[src/rtl/decim_params.svh]
// Register offsets, field layout, reset values and timing counts of the decimator
// Contract
// - Above 16x: analog 16x, digital shift rest
// - Five-level thermometer code taken per sample
// - Raw mode: serial pin and result register
// - Raw mode: filter off, no ready
// - Raw mode: pin always driven
// - Four bits per sample, thermometer code mapping
// - Clock select 11 drives clock pin
// - Bitstream resets to 0011
// - Restart: pin high two clocks, then default
// - Bias field decoded to four levels
// - Sinc3 then sinc1, 24-bit result
// - Four-bit ratio field selects ratios
// - Conversion time per sinc3 and sinc1 ratios
// - Single mode: launch each, clear between
// - Continuous: no clear, result per ratio
// - Input swap doubles conversion time
// - High ratios give line-frequency notches
// - Ratio code table for both stages
// - Gain 110 doubles, 111 quadruples digitally
// - Swap with continuous clears between conversions
`ifndef DECIM_PARAMS_SVH
`define DECIM_PARAMS_SVH

`define ADDR_RESULT        8'h00
`define ADDR_CFG1          8'h04
`define ADDR_CFG2          8'h08
`define ADDR_CFG3          8'h0C
`define ADDR_MODE          8'h10
`define ADDR_CTRL          8'h14
`define ADDR_STATUS        8'h18

`define CFG1_OSR_LSB       0
`define CFG2_GAIN_LSB      0
`define CFG2_BIAS_LSB      3
`define CFG2_SWAP_BIT      5
`define CFG3_CMODE_LSB     0
`define MODE_IRQ_LSB       0
`define MODE_CLK_LSB       2
`define CTRL_START_BIT     0
`define CTRL_RESTART_BIT   1

`define OSR_RST            4'h3
`define GAIN_RST           3'h1
`define BIAS_RST           2'h2
`define CMODE_RST          2'h0
`define IRQ_MODE_RST       2'h0
`define CLK_SEL_RST        2'h0

`define CMODE_CONT         2'h3
`define CLK_SEL_OUT        2'h3
`define ANALOG_GAIN_MAX    3'h5
`define GAIN_X2            3'h6
`define GAIN_X4            3'h7

`define BITSTREAM_DEFAULT  4'h3
`define BIT_LAST           2'h3
`define SYNC_HOLD_LAST     2'h1
`define ANALOG_MASTER_CLOCK_DIV_DEFAULT  4
`define WARMUP_OUTPUTS     2'h2

`define SINC_ORDER         6'h3
`define MOD_FS_LOG2        6'h1
`define RESULT_FS_LOG2     6'h17
`define RECIP_FRAC         6'h12
`define RECIP_ONE          19'h40000
`define RECIP_THIRD        19'h15555
`define RECIP_FIFTH        19'h0CCCD

`endif

[src/rtl/decim_pkg.sv]
// Types shared by the decimator files
`default_nettype none
package decim_pkg;
  typedef enum logic [0:0] {ST_SYNC, ST_RUN} seq_state_t;
  typedef struct packed {
    logic [3:0]  sinc3_ratio_log;
    logic [7:0]  sinc1_ratio;
    logic [2:0]  sinc1_ratio_log2;
    logic [18:0] recip;
  } ratio_cfg_t;
endpackage
`default_nettype wire

[src/rtl/gain_round_saturate.sv]
// Output scaling with digital gain, rounding and saturation
`default_nettype none
`include "decim_params.svh"
module gain_round_saturate
  import decim_pkg::*;
(
  input  wire logic        clk_sys,
  input  wire logic        sys_rst,
  input  wire logic        in_valid,
  input  wire logic [39:0] in_sum,
  input  wire logic [18:0] recip,
  input  wire logic [5:0]  shift,
  output logic             out_valid,
  output logic [23:0]      out_code
);
  logic signed [59:0] prod;
  logic signed [59:0] half;
  logic signed [59:0] scaled;
  logic               over_pos;
  logic               over_neg;
  logic [23:0]        next_code;

  assign prod = 60'($signed(in_sum) * $signed({1'b0, recip}));
  assign half = 60'sd1 <<< (shift - 6'h1);
  assign scaled = (prod + half) >>> shift;
  assign over_pos = scaled > 60'sh7FFFFF;
  assign over_neg = scaled < -60'sh800000;
  assign next_code = over_pos ? 24'h7FFFFF : over_neg ? 24'h800000 : scaled[23:0];

  always_ff @(posedge clk_sys)
  begin
    if (sys_rst)
    begin
      out_valid <= 1'b0;
      out_code  <= 24'h000000;
    end
    else
    begin
      out_valid <= in_valid;
      if (in_valid)
        out_code <= next_code;
    end
  end
endmodule
`default_nettype wire

[src/rtl/sigma_delta_bitstream_decimator.sv]
// Delta-sigma back end: bitstream output, sinc3/sinc1 decimator, register slave
`default_nettype none
`include "decim_params.svh"
module sigma_delta_bitstream_decimator
  import decim_pkg::*;
#(
  parameter int ANALOG_MASTER_CLOCK_DIV = `ANALOG_MASTER_CLOCK_DIV_DEFAULT
)
(
  input  wire logic        clk_sys,
  input  wire logic        sys_rst,
  input  wire logic        wb_cyc_i,
  input  wire logic        wb_stb_i,
  input  wire logic        wb_we_i,
  input  wire logic [7:0]  wb_adr_i,
  input  wire logic [31:0] wb_dat_i,
  input  wire logic [3:0]  wb_sel_i,
  output logic [31:0]      wb_dat_o,
  output logic             wb_ack_o,
  input  wire logic [3:0]  comp_code,
  output logic [2:0]       analog_gain_code,
  output logic [3:0]       bias_level,
  output logic             swap_inputs,
  output logic             sample_strobe,
  output logic             irq_bitstream_out,
  output logic             irq_bitstream_oe,
  output logic             mclk_out,
  output logic             mclk_oe
);
  localparam logic [7:0] DIV_LAST = 8'(ANALOG_MASTER_CLOCK_DIV - 1);
  localparam logic [7:0] DIV_HALF = 8'(ANALOG_MASTER_CLOCK_DIV / 2);

  // Register fields
  logic [3:0]  osr_code;
  logic [2:0]  gain_code;
  logic [1:0]  bias_a;
  logic        input_swap_offset_cancel;
  logic [1:0]  conversion_mode_select;
  logic [1:0]  irq_mode;
  logic [1:0]  clk_sel;
  logic [23:0] conversion_result;
  logic        data_ready;

  // Sequencer and link state
  seq_state_t  state;
  logic [1:0]  sync_cnt;
  logic [7:0]  div_cnt;
  logic [1:0]  bit_cnt;
  logic [3:0]  ser;
  logic        conv_on;
  logic        swap_phase;
  logic [39:0] sum_a;

  // Filter state
  logic signed [31:0] i1;
  logic signed [31:0] i2;
  logic signed [31:0] i3;
  logic signed [31:0] d1;
  logic signed [31:0] d2;
  logic signed [31:0] d3;
  logic [9:0]  s_cnt;
  logic [1:0]  warm;
  logic [7:0]  grp_cnt;
  logic [39:0] acc;

  // Bus decode
  wire bus_req   = wb_cyc_i & wb_stb_i & ~wb_ack_o;
  wire bus_wr    = bus_req & wb_we_i & wb_sel_i[0];
  wire wr_cfg1   = bus_wr & (wb_adr_i == `ADDR_CFG1);
  wire wr_cfg2   = bus_wr & (wb_adr_i == `ADDR_CFG2);
  wire wr_cfg3   = bus_wr & (wb_adr_i == `ADDR_CFG3);
  wire wr_mode   = bus_wr & (wb_adr_i == `ADDR_MODE);
  wire wr_ctrl   = bus_wr & (wb_adr_i == `ADDR_CTRL);
  wire rd_result = bus_req & ~wb_we_i & (wb_adr_i == `ADDR_RESULT);
  wire start     = wr_ctrl & wb_dat_i[`CTRL_START_BIT];
  wire restart   = wr_cfg1 | wr_cfg2 | wr_cfg3 | wr_mode
                 | (wr_ctrl & wb_dat_i[`CTRL_RESTART_BIT]);

  logic [31:0] rd_data;
  always_comb
  begin
    case (wb_adr_i)
      `ADDR_RESULT: rd_data = {8'h00, conversion_result};
      `ADDR_CFG1:   rd_data = {28'h0, osr_code};
      `ADDR_CFG2:   rd_data = {26'h0, input_swap_offset_cancel, bias_a, gain_code};
      `ADDR_CFG3:   rd_data = {30'h0, conversion_mode_select};
      `ADDR_MODE:   rd_data = {28'h0, clk_sel, irq_mode};
      `ADDR_STATUS: rd_data = {29'h0, swap_phase, conv_on, data_ready};
      default:      rd_data = 32'h00000000;
    endcase
  end

  // Mode decode
  wire raw_mode  = irq_mode[1];
  wire cont_mode = conversion_mode_select == `CMODE_CONT;
  wire run       = state == ST_RUN;

  // Ratio table
  function automatic ratio_cfg_t decode_ratio(input logic [3:0] code);
    ratio_cfg_t r;
    r = '{sinc3_ratio_log: 4'h9, sinc1_ratio: 8'h01, sinc1_ratio_log2: 3'h0, recip: `RECIP_ONE};
    case (code)
      4'h0: r.sinc3_ratio_log = 4'h5;
      4'h1: r.sinc3_ratio_log = 4'h6;
      4'h2: r.sinc3_ratio_log = 4'h7;
      4'h3: r.sinc3_ratio_log = 4'h8;
      4'h4: r.sinc3_ratio_log = 4'h9;
      4'h5: r = '{4'h9, 8'h02, 3'h1, `RECIP_ONE};
      4'h6: r = '{4'h9, 8'h04, 3'h2, `RECIP_ONE};
      4'h7: r = '{4'h9, 8'h08, 3'h3, `RECIP_ONE};
      4'h8: r = '{4'h9, 8'h10, 3'h4, `RECIP_ONE};
      4'h9: r = '{4'h9, 8'h20, 3'h5, `RECIP_ONE};
      4'hA: r = '{4'h9, 8'h28, 3'h3, `RECIP_FIFTH};
      4'hB: r = '{4'h9, 8'h30, 3'h4, `RECIP_THIRD};
      4'hC: r = '{4'h9, 8'h50, 3'h4, `RECIP_FIFTH};
      4'hD: r = '{4'h9, 8'h60, 3'h5, `RECIP_THIRD};
      4'hE: r = '{4'h9, 8'hA0, 3'h5, `RECIP_FIFTH};
      4'hF: r = '{4'h9, 8'hC0, 3'h6, `RECIP_THIRD};
      default: r.sinc3_ratio_log = 4'h9;
    endcase
    return r;
  endfunction

  wire ratio_cfg_t ratio = decode_ratio(osr_code);
  wire [9:0] sinc3_ratio_last = 10'((10'h001 << ratio.sinc3_ratio_log) - 10'h001);
  wire [7:0] sinc1_ratio_last = ratio.sinc1_ratio - 8'h01;

  // Digital gain above the analog limit
  wire [5:0] dig_shift = (gain_code == `GAIN_X4) ? 6'h2 :
                         (gain_code == `GAIN_X2) ? 6'h1 : 6'h0;
  wire [5:0] norm_shift = `MOD_FS_LOG2 + `SINC_ORDER * 6'(ratio.sinc3_ratio_log)
                        + 6'(ratio.sinc1_ratio_log2) + `RECIP_FRAC - `RESULT_FS_LOG2
                        + 6'(input_swap_offset_cancel) - dig_shift;

  // Clock divider for analog master and sampling rates
  wire analog_master_clock_en  = run & (div_cnt == DIV_LAST);
  wire sample_en = analog_master_clock_en & (bit_cnt == `BIT_LAST);

  // Thermometer code to modulator level
  logic signed [2:0] level;
  always_comb
  begin
    case (comp_code)
      4'hF:    level = 3'sd2;
      4'h7:    level = 3'sd1;
      4'h3:    level = 3'sd0;
      4'h1:    level = -3'sd1;
      4'h0:    level = -3'sd2;
      default: level = 3'sd0;
    endcase
  end

  // Sinc3 integrators and combs
  wire filt_hold = ~run | raw_mode | ~conv_on;
  wire filt_step = ~filt_hold & sample_en;
  wire signed [31:0] x_ext = {{29{level[2]}}, level};
  wire signed [31:0] i1n = i1 + x_ext;
  wire signed [31:0] i2n = i2 + i1n;
  wire signed [31:0] i3n = i3 + i2n;
  wire signed [31:0] y1 = i3n - d1;
  wire signed [31:0] y2 = y1 - d2;
  wire signed [31:0] y3 = y2 - d3;
  wire dec_tick  = filt_step & (s_cnt == sinc3_ratio_last);
  wire warm_done = warm == `WARMUP_OUTPUTS;
  wire [39:0] y3_ext = {{8{y3[31]}}, y3};
  wire [39:0] acc_next = (grp_cnt == 8'h00) ? y3_ext : acc + y3_ext;
  wire emit = dec_tick & warm_done & (grp_cnt == sinc1_ratio_last);

  // Conversion sequencing
  wire first_half = emit & input_swap_offset_cancel & ~swap_phase;
  wire final_emit = emit & ~first_half;
  wire [39:0] final_sum = input_swap_offset_cancel ? sum_a - acc_next : acc_next;
  wire need_clr = first_half
                | (final_emit & (~cont_mode | input_swap_offset_cancel));
  wire filt_clr = sys_rst | restart | filt_hold | need_clr;

  wire        g_valid;
  wire [23:0] g_code;

  gain_round_saturate u_gain (
    .clk_sys   (clk_sys),
    .sys_rst   (sys_rst),
    .in_valid  (final_emit),
    .in_sum    (final_sum),
    .recip     (ratio.recip),
    .shift     (norm_shift),
    .out_valid (g_valid),
    .out_code  (g_code)
  );

  // Pin drive
  wire next_pin_out = raw_mode ? ((state == ST_SYNC) | ser[3]) : 1'b0;
  wire next_pin_oe  = raw_mode | data_ready;
  wire next_mclk_oe = clk_sel == `CLK_SEL_OUT;

  // Register slave
  always_ff @(posedge clk_sys)
  begin
    if (sys_rst)
    begin
      wb_ack_o <= 1'b0;
      wb_dat_o <= 32'h00000000;
    end
    else
    begin
      wb_ack_o <= wb_cyc_i & wb_stb_i & ~wb_ack_o;
      if (bus_req)
        wb_dat_o <= rd_data;
    end
  end

  always_ff @(posedge clk_sys)
  begin
    if (sys_rst)
    begin
      osr_code                 <= `OSR_RST;
      gain_code                <= `GAIN_RST;
      bias_a                   <= `BIAS_RST;
      input_swap_offset_cancel <= 1'b0;
      conversion_mode_select   <= `CMODE_RST;
      irq_mode                 <= `IRQ_MODE_RST;
      clk_sel                  <= `CLK_SEL_RST;
    end
    else
    begin
      if (wr_cfg1)
        osr_code <= wb_dat_i[`CFG1_OSR_LSB +: 4];
      if (wr_cfg2)
      begin
        gain_code                <= wb_dat_i[`CFG2_GAIN_LSB +: 3];
        bias_a                   <= wb_dat_i[`CFG2_BIAS_LSB +: 2];
        input_swap_offset_cancel <= wb_dat_i[`CFG2_SWAP_BIT];
      end
      if (wr_cfg3)
        conversion_mode_select <= wb_dat_i[`CFG3_CMODE_LSB +: 2];
      if (wr_mode)
      begin
        irq_mode <= wb_dat_i[`MODE_IRQ_LSB +: 2];
        clk_sel  <= wb_dat_i[`MODE_CLK_LSB +: 2];
      end
    end
  end

  // Analog-facing controls
  always_ff @(posedge clk_sys)
  begin
    if (sys_rst)
    begin
      analog_gain_code <= `GAIN_RST;
      bias_level       <= 4'h4;
    end
    else
    begin
      analog_gain_code <= (gain_code > `ANALOG_GAIN_MAX) ? `ANALOG_GAIN_MAX : gain_code;
      bias_level       <= 4'h1 << bias_a;
    end
  end

  // Restart sequencer
  always_ff @(posedge clk_sys)
  begin
    if (sys_rst | restart)
    begin
      state    <= ST_SYNC;
      sync_cnt <= 2'h0;
    end
    else
    begin
      case (state)
        ST_SYNC:
        begin
          sync_cnt <= sync_cnt + 2'h1;
          if (sync_cnt == `SYNC_HOLD_LAST)
            state <= ST_RUN;
        end
        ST_RUN:  state <= ST_RUN;
        default: state <= ST_SYNC;
      endcase
    end
  end

  // Divider, serializer and clock pin
  always_ff @(posedge clk_sys)
  begin
    if (sys_rst | restart)
    begin
      div_cnt  <= 8'h00;
      bit_cnt  <= 2'h0;
      ser      <= `BITSTREAM_DEFAULT;
      mclk_out <= 1'b0;
    end
    else
    begin
      if (run)
        div_cnt <= analog_master_clock_en ? 8'h00 : div_cnt + 8'h01;
      if (analog_master_clock_en)
        bit_cnt <= bit_cnt + 2'h1;
      if (sample_en)
        ser <= comp_code;
      else if (analog_master_clock_en)
        ser <= {ser[2:0], 1'b0};
      mclk_out <= run & (div_cnt < DIV_HALF);
    end
  end

  // Filter datapath
  always_ff @(posedge clk_sys)
  begin
    if (filt_clr)
    begin
      i1      <= 32'sh0;
      i2      <= 32'sh0;
      i3      <= 32'sh0;
      d1      <= 32'sh0;
      d2      <= 32'sh0;
      d3      <= 32'sh0;
      s_cnt   <= 10'h000;
      warm    <= 2'h0;
      grp_cnt <= 8'h00;
      acc     <= 40'h0000000000;
    end
    else if (filt_step)
    begin
      i1    <= i1n;
      i2    <= i2n;
      i3    <= i3n;
      s_cnt <= dec_tick ? 10'h000 : s_cnt + 10'h001;
      if (dec_tick)
      begin
        d1 <= i3n;
        d2 <= y1;
        d3 <= y2;
        if (!warm_done)
          warm <= warm + 2'h1;
        else
        begin
          acc     <= acc_next;
          grp_cnt <= (grp_cnt == sinc1_ratio_last) ? 8'h00 : grp_cnt + 8'h01;
        end
      end
    end
  end

  // Conversion control
  always_ff @(posedge clk_sys)
  begin
    if (sys_rst | restart)
    begin
      conv_on    <= 1'b0;
      swap_phase <= 1'b0;
      sum_a      <= 40'h0000000000;
    end
    else
    begin
      if (first_half)
      begin
        sum_a      <= acc_next;
        swap_phase <= 1'b1;
      end
      if (final_emit)
      begin
        swap_phase <= 1'b0;
        if (!cont_mode)
          conv_on <= 1'b0;
      end
      if (start)
        conv_on <= 1'b1;
    end
  end

  // Result register and ready flag
  always_ff @(posedge clk_sys)
  begin
    if (sys_rst)
    begin
      conversion_result <= 24'h000000;
      data_ready        <= 1'b0;
    end
    else
    begin
      if (raw_mode & sample_en)
        conversion_result <= {20'h00000, comp_code};
      else if (g_valid & ~raw_mode)
        conversion_result <= g_code;
      if (g_valid & ~raw_mode)
        data_ready <= 1'b1;
      else if (rd_result | raw_mode)
        data_ready <= 1'b0;
    end
  end

  always_ff @(posedge clk_sys)
  begin
    if (sys_rst)
    begin
      irq_bitstream_out <= 1'b0;
      irq_bitstream_oe  <= 1'b0;
      mclk_oe           <= 1'b0;
      swap_inputs       <= 1'b0;
      sample_strobe     <= 1'b0;
    end
    else
    begin
      irq_bitstream_out <= next_pin_out;
      irq_bitstream_oe  <= next_pin_oe;
      mclk_oe           <= next_mclk_oe;
      swap_inputs       <= swap_phase;
      sample_strobe     <= sample_en;
    end
  end
endmodule
`default_nettype wire

[config.mk]
export PLATFORM = sky130hd
export DESIGN_NAME = sigma_delta_bitstream_decimator
export DESIGN_NICKNAME = d
export VERILOG_FILES = /design/src/rtl/decim_pkg.sv /design/src/rtl/gain_round_saturate.sv /design/src/rtl/sigma_delta_bitstream_decimator.sv
export VERILOG_INCLUDE_DIRS = /design/src /design/src/rtl
export SDC_FILE = /design/constraint.sdc
export NUM_CORES = 2
export LEC_CHECK = 0
export BUFFER_PORTS_ARGS = -buffer_cell sky130_fd_sc_hd__buf_2
export CAP_MARGIN = 20
export CORE_MARGIN = 2
export CORE_UTILIZATION = 45
export CTS_BUF_LIST = sky130_fd_sc_hd__clkbuf_16
export CTS_CLUSTER_DIAMETER = 120
export DETAILED_ROUTE_END_ITERATION = 8
export PLACE_DENSITY = 0.69
export SLEW_MARGIN = 5
export SYNTH_ARGS = -nofsm -noshare
export SYNTH_HDL_FRONTEND = slang
export SYNTH_SLANG_ARGS = --single-unit
[constraint.sdc]
create_clock -name clk_sys -period 24.7 [get_ports clk_sys]
set_clock_uncertainty 0.2 [all_clocks]
set_input_delay 2.47 -clock clk_sys [delete_from_list [all_inputs] [get_ports clk_sys]]
set_output_delay 2.47 -clock clk_sys [all_outputs]
set_load 0.02 [all_outputs]
=== Yosys cells after proc, flatten, opt, wreduce, memory -nomap -nowiden ===
Cells that the tools add are included.

* Multiplexer cells: 25
* Shift-type cells: 4
* Multiply operators: 2
* $lt $le $gt $ge: 4
* Bitwise logic cells: 50
* Eq/ne operators: 35
* Reduce and logical (&&, ||, !) cells: 17
* Add/subtract/negate cells: 24

{| class="wikitable"
|+ Operator list
! kind !! count
|-
| 30-bit case mux with 11 select lines || 1
|-
| 24-bit case mux with 6 select lines || 1
|-
| 32-bit subtractor || 3
|-
| 40-bit 2-to-1 mux || 2
|-
| 32-bit adder || 2
|-
| 60-bit adder || 1
|-
| 60-bit by 24-bit > comparator with 1-bit output, second input constant || 1
|-
| 60-bit by 24-bit less-than comparator with 1-bit output, second input constant || 1
|-
| 40-bit by 20-bit multiplier with 60-bit output || 1
|-
| 2-bit by 6-bit <<< shifter with 60-bit output, first input constant || 1
|-
| 60-bit by 6-bit >>> shifter with 60-bit output || 1
|-
| 24-bit 2-to-1 mux || 2
|-
| 40-bit adder || 1
|-
| 40-bit subtractor || 1
|-
| 4-bit == test, second input constant || 9
|-
| 32-bit by 3-bit adder with 32-bit output || 1
|-
| 1-bit bitwise AND || 26
|-
| 8-bit by 5-bit == test with 1-bit output, second input constant || 3
|-
| 4-bit by 3-bit == test with 1-bit output, second input constant || 5
|-
| 4-bit case mux with 5 select lines || 1
|-
| 8-bit by 1-bit adder with 8-bit output, second input constant || 2
|-
| 8-bit by 4-bit == test with 1-bit output, second input constant || 2
|-
| 8-bit zero test || 2
|-
| 4-bit 2-to-1 mux || 4
|-
| 41 further kinds || 87
|}

* Input port bits: 53
* Register bits: 423
* Word-level logic and storage cells: 202
* Output and inout bits: 46

=== Logic depth before layout (Yosys ltp) ===
* Depth after elaboration: 18
* Mapped depth: 123

=== By module ===
Synthesis repeated with hierarchy kept, for this count alone.

* Cells, all modules: 7932
* Area, all modules: 64100.2 µm²

{| class="wikitable"
|+ By module, submodules not included
! module !! instances !! area an instance (µm²) !! cells each !! seq. area each (µm²)
|-
| gain_round_saturate || 1 || 36188.5 || 4248 || 500.5
|-
| sigma_delta_bitstream_decimator || 1 || 27911.8 || 3684 || 7807.5
|}

=== Worst setup path before layout ===
No wires, ideal clock.

* Path type: input -> register
* Start: input port comp_code[1]
* End: register u_gain.out_code[12]
* Data required time: 24.420 ns
* Arrival time: 26.877 ns
* Cell stages on the path: 114
* Path slack: -2.457 ns
* Buffers on the path: 3
* Path through: nor3_1 -> nor2b_1 -> fa_1 -> nor2b_1 -> o21ai_0 -> a21boi_0 -> o21ai_0 -> a21boi_0 -> o21ai_0 -> a21boi_0 -> o21ai_0 -> a21oi_1 -> o21ai_0 -> a21boi_0 -> o21ai_0 -> a21boi_0 -> nor2_1 -> ha_1 -> [... 78 more ...] -> a21o_1 -> a21o_1 -> a21o_1 -> a21o_1 -> a221oi_1 -> xnor2_1 -> mux4_2 -> mux2i_1 -> mux2_2 -> or2_2 -> o311ai_1 -> o2111ai_1 -> a2111oi_2 -> nand4_1 -> nor4_4 -> buf_6 -> o21ai_1 -> a211oi_2

* Longest elaborated chain between the ends: 18

{| class="wikitable"
|+ Ends and longest elaborated chain
! item !! line !! text
|-
| from (decl) || sigma_delta_bitstream_decimator.sv:20 || <nowiki>input wire logic [3:0] comp_code,</nowiki>
|-
| 4-bit by 1-bit == test with 1-bit output (tied with other cells) || sigma_delta_bitstream_decimator.sv:143 || <nowiki>case (comp_code)</nowiki>
|-
| 3-bit case mux with 4 select lines (*) || sigma_delta_bitstream_decimator.sv:143 ||
|-
| 32-bit by 3-bit adder with 32-bit output (*) || sigma_delta_bitstream_decimator.sv:157 || <nowiki>wire signed [31:0] i1n = i1 + x_ext;</nowiki>
|-
| via i1n[14] || sigma_delta_bitstream_decimator.sv:157 ||
|-
| 32-bit adder (*) || sigma_delta_bitstream_decimator.sv:158 || <nowiki>wire signed [31:0] i2n = i2 + i1n;</nowiki>
|-
| via i2n[19] || sigma_delta_bitstream_decimator.sv:158 ||
|-
| 32-bit adder (*) || sigma_delta_bitstream_decimator.sv:159 || <nowiki>wire signed [31:0] i3n = i3 + i2n;</nowiki>
|-
| via i3n[20] || sigma_delta_bitstream_decimator.sv:159 ||
|-
| [... 1 more ...] || n/a ||
|-
| via y1[25] || sigma_delta_bitstream_decimator.sv:160 || <nowiki>wire signed [31:0] y1 = i3n - d1;</nowiki>
|-
| [... 1 more ...] || n/a ||
|-
| via y2[29] || sigma_delta_bitstream_decimator.sv:161 || <nowiki>wire signed [31:0] y2 = y1 - d2;</nowiki>
|-
| [... 3 more ...] || n/a ||
|-
| 40-bit subtractor || sigma_delta_bitstream_decimator.sv:172 || <nowiki>wire [39:0] final_sum = input_swap_offset_cancel ? sum_a - acc_next : acc_next;</nowiki>
|-
| 40-bit 2-to-1 mux (*) || sigma_delta_bitstream_decimator.sv:172 ||
|-
| 40-bit by 20-bit multiplier with 60-bit output (*) || gain_round_saturate.sv:23 || <nowiki>assign prod = 60'($signed(in_sum) * $signed({1'b0, recip}));</nowiki>
|-
| 60-bit adder (*) || gain_round_saturate.sv:25 || <nowiki>assign scaled = (prod + half) >>> shift;</nowiki>
|-
| 60-bit by 6-bit >>> shifter with 60-bit output (*) || gain_round_saturate.sv:25 ||
|-
| 60-bit by 24-bit less-than comparator with 1-bit output || gain_round_saturate.sv:27 || <nowiki>assign over_neg = scaled < -60'sh800000;</nowiki>
|-
| 24-bit 2-to-1 mux || gain_round_saturate.sv:28 || <nowiki>assign next_code = over_pos ? 24'h7FFFFF : over_neg ? 24'h800000 : scaled[23:0];</nowiki>
|-
| 24-bit 2-to-1 mux (*) || gain_round_saturate.sv:28 ||
|-
| to (signal assigned) || gain_round_saturate.sv:41 || <nowiki>out_code <= next_code;</nowiki>
|-
| to (decl) || gain_round_saturate.sv:14 || <nowiki>output logic [23:0] out_code</nowiki>
|}

The timed path passes the listed nets; every way through them passes the cells marked *.
A chain may end at the register's enable or synchronous reset.

=== Worst setup path in the final report ===
* Start: input port comp_code[2]
* End: register u_gain.out_code[5]

Same word-level chain as after synthesis.

==> flow_summary_export.csv <==
group,metric,value,unit
route,drc,0,
yosys,ys_warn_count,0,
finish,final_nets,8987,
worst_setup_path,cp.required,24.97,ns
placement,hpwl,128000,microns
min_path,hold_depth,2,
min_path,min_from,"d3[12]$_SDFFE_PP0P_",
power_and_ir_drop,comb_power_share,81.1,%
timing,slew_viol_final,0,
yosys,ys_ff_latch,415,
timing,worst_slew_pin_slew,1.12,ns
yosys,postSynthAreaPerCell,8.08,sq um
floorplanning,initial_core_util,45.5,%
finish,fin_cells,9423,
finish,antenna_cells,0,
yosys,seq_area_frac_synth,15.2,%
finish,area_growth,25.8,%
yosys,synthCells,6771,
power_and_ir_drop,fin_total_pwr,0.00760,W
worst_setup_path,cp.arrival,24.90,ns
finish,drive_gt1_share,22.9,%
route,drt_iter0_drc,3063,
clocking,cts_max_level,2,
worst_setup_path,start_kind,"input pin",
route,finalWirelength,163000,microns
timing,finalCritPeriodShare,99.7,%
timing,setup-violations-final,0,
clocking,clkLatencyLatePin,0.66,ns
power_and_ir_drop,p_int,0.00404,W
global_routing,grt_usage,25.3,%
power_and_ir_drop,powerDensity,110,nW/um^2
placement,place_ws,-1.96,ns
route,ant_nets,0,
power_and_ir_drop,p_seq_share,8.9,%
route,viasPerCell,5.34,
power_and_ir_drop,switching_share,46.8,%
global_routing,grt.overflow.total,0,
clocking,tritoncts,"done",
global_routing,grt_pass1_vias,50800,
timing,rsz0062_at_grt,"yes",
status,status,"complete, no violations",
floorplanning,die_h,353,microns
timing,max_freq,0.0406,GHz
clocking,cts.sinks,415,
timing,relSlewSlack,24.7,%
yosys,ys_types,111,
placement,io_buffers,61,
floorplanning,pin_count,99,
clocking,clkTransAtPathRegs,0.06,ns
power_and_ir_drop,p_clk_share,10.0,%
min_path,hold_end,"d3[12]$_SDFFE_PP0P_",
job,drv_cap,0,
yosys,ys.flop_type,"dfxtp_1",
global_routing,grt_max_degree,184,
worst_setup_path,path_class,"in2reg",
min_path,min_path_type,"reg2reg",
route,vias,50300,
route,first_pass_iters,6,
power_and_ir_drop,vdd_drop_max,215,uV
floorplanning,die_area,124000,sq um
yosys,async_flop_share,0,%
timing,layout_setup_ws,0.0674,ns
worst_setup_path,r2r_cells,116,
yosys,syn-cell-area,54700,sq um
timing,period_needed,24.63,ns
global_routing,antenna_found_initial,0,
clocking,postCtsHoldBufs,0,
worst_setup_path,end_kind,"flip-flop",
worst_setup_path,path_buf_inv,17,
timing,hold_viol,0,
worst_setup_path,critical_path.max_stage_delay,0.60,ns
clocking,cts_made_buffers,49,
route,wl_per_cell,17.3,microns
clocking,cts_buffer_depth,3,
power_and_ir_drop,p_leak,31.3,nW
global_routing,grt_pass1_wl,259000,microns
placement,gp_congestion,0.995,
placement,dp_cells,9230,
floorplanning,fp.dieW,353,microns
worst_setup_path,rrSetupSlack,2.13,ns
yosys,synth_edf_count,0,
floorplanning,rows,127,
floorplanning,core_area,120000,sq um
worst_setup_path,critPathMaxFanout,5,
worst_setup_path,critPathTopFamily,"compound AO/OA/AOI/OAI gates",
clocking,clock-root-buffer,"clkbuf_16",
worst_setup_path,r2r_end,"u_gain.out_code[5]$_SDFFE_PP0P_",
worst_setup_path,crit_slowest_cell,"fa_1",
worst_setup_path,crit_path_frequent_cell,"a21o_1",
power_and_ir_drop,switching_power,0.00355,W
worst_setup_path,r2r_start,"i1[0]$_SDFFE_PP0P_",
## layer usage
| metal | wire (microns) | global-route usage [%] | vias up |
|---|---|---|---|
| li1 | - | - | 24600 |
| met2 | 81400 | 45.3 | 1172 |
| met4 | 5150 | 7.69 | 0 |
| met1 | 68900 | 31.9 | 24300 |
| met3 | 7810 | 2.60 | 280 |
| met5 | 0 | 0 | - |
## cells by family (layout without fill, tap and decap cells)
group / after synthesis / in the layout / synth area share, %
AND/OR/NAND/NOR: 2009 / 2009 / 16.0
AO/OA/AOI/OAI: 1475 / 1475 / 17.3
buffers and inverters: 1218 / 2235 / 8.55
adder cells (fa/ha/maj): 1163 / 1163 / 34.1
flip-flops: 415 / 415 / 15.2
XOR/XNOR: 329 / 329 / 5.42
multiplexers: 161 / 161 / 3.42
other: 1 / 24 / 0.00686
## worst max-delay path by stage
stage / cells past startpoint / startpoint / end
after global routing: 119 / comp_code[2] / u_gain.out_code[1]$_SDFFE_PP0P_
final: 120 / comp_code[2] / u_gain.out_code[5]$_SDFFE_PP0P_
after detailed placement: 114 / comp_code[1] / u_gain.out_code[1]$_SDFFE_PP0P_
after floorplan: 113 / comp_code[2] / u_gain.out_code[12]$_SDFFE_PP0P_
after CTS: 117 / comp_code[2] / u_gain.out_code[9]$_SDFFE_PP0P_
after global placement: 117 / comp_code[1] / u_gain.out_code[2]$_SDFFE_PP0P_
## power by group through the flow
stage	clock (W)	combinational, W	sequential [W]
after detailed placement	0	0.00562	0.000690
after global placement	0	0.00554	0.000690
after global routing	0.000801	0.00666	0.000676
final	0.000759	0.00616	0.000676
after CTS	0.000774	0.00583	0.000675
after floorplan	0	0.00306	0.000689
## area by class of cell
class / count / area [sq um]
fillers: 10600 / 51500
multi-input cells: 5161 / 44200
repair buffers: 1197 / 9070
flip-flops and latches: 415 / 8310
inverters: 951 / 3570
well taps: 1612 / 2020
clock buffers: 49 / 1230
clock inverters: 38 / 404
## per-stage QoR
stage / hold WS (ns) / util (%) / setup TNS (ns) / area [sq um]
2_1_floorplan: 0.223 / - / 0 / 54900
3_3_place_gp: 0.237 / 53.2 / -36.57 / 64000
3_5_place_dp: 0.243 / 53.2 / -44.29 / 64000
4_1_cts: 0.251 / 55.6 / -3.01 / 66900
5_1_grt: 0.264 / 57.2 / -20.12 / 68800
6_report: 0.248 / 57.2 / 0 / 68800
## repair_timing
| item | CTS | global route |
|---|---|---|
| resized for setup | 164 | 293 |
| pin swaps | 154 | 208 |
| endpoints found under the setup margin | 23 | 24 |
| cloned | 4 | 1 |
| buffers inserted | 48 | 56 |
## flip-flops by register name, indices dropped and copies added, names as in the netlist, 3 cells and up
| signal | count |
|---|---|
| i2 | 32 |
| d2 | 32 |
| osr_code | 4 |
| gain_code | 3 |
| d1 | 32 |
| conversion_result | 24 |
| grp_cnt | 8 |
| i1 | 32 |
| acc | 40 |
| div_cnt | 8 |
| d3 | 32 |
| u_gain.out_code | 24 |
| s_cnt | 10 |
| sum_a | 40 |
| wb_dat_o | 24 |
| bias_level | 4 |
| analog_gain_code | 3 |
| i3 | 32 |
| ser | 4 |
## worst register-to-register path, delay by kind of cell (launching register included)
kind	cells	cell delay (ns)
adders and majority gates	20	7.07
and+or+nand+nor	28	4.24
xor gates and xnor gates	6	1.01
AOI/OAI and AO/OA	46	7.41
buffers and inverters	15	1.93
DFF	1	0.37
muxes	1	0.16
## cell usage after synthesis (120+ instances only)
master	instances	area [sq um]
a211oi_1	134	1010
a21o_1	133	998
a21oi_1	565	2830
clkbuf_1	199	747
dfxtp_1	415	8310
fa_1	548	11000
ha_1	611	7640
inv_1	947	3550
mux2i_1	120	1200
nand2_1	766	2880
nor2_1	701	2630
o21ai_0	220	1100
xnor2_1	225	1970
## cell usage in the layout (no fill, tap or decap), types with 29 or more instances in the layout
cell	n
buf_4	1109
inv_1	942
nand2_1	754
nor2_1	663
ha_1	567
fa_1	537
a21oi_1	514
dfxtp_1	413
xnor2_1	200
o21ai_0	159
a21o_1	133
a211oi_1	126
mux2i_1	116
nor3_1	100
nand3_1	92
xor2_1	81
buf_2	58
nand2b_1	55
clkbuf_16	51
a21oi_2	48
o21ai_2	47
o21bai_1	47
nand4_1	45
nor2b_1	41
o21ai_1	41
o21a_1	41
ha_4	38
and3_1	33
a211oi_2	29
No activity file was read; power rests on OpenSTA's default activity.
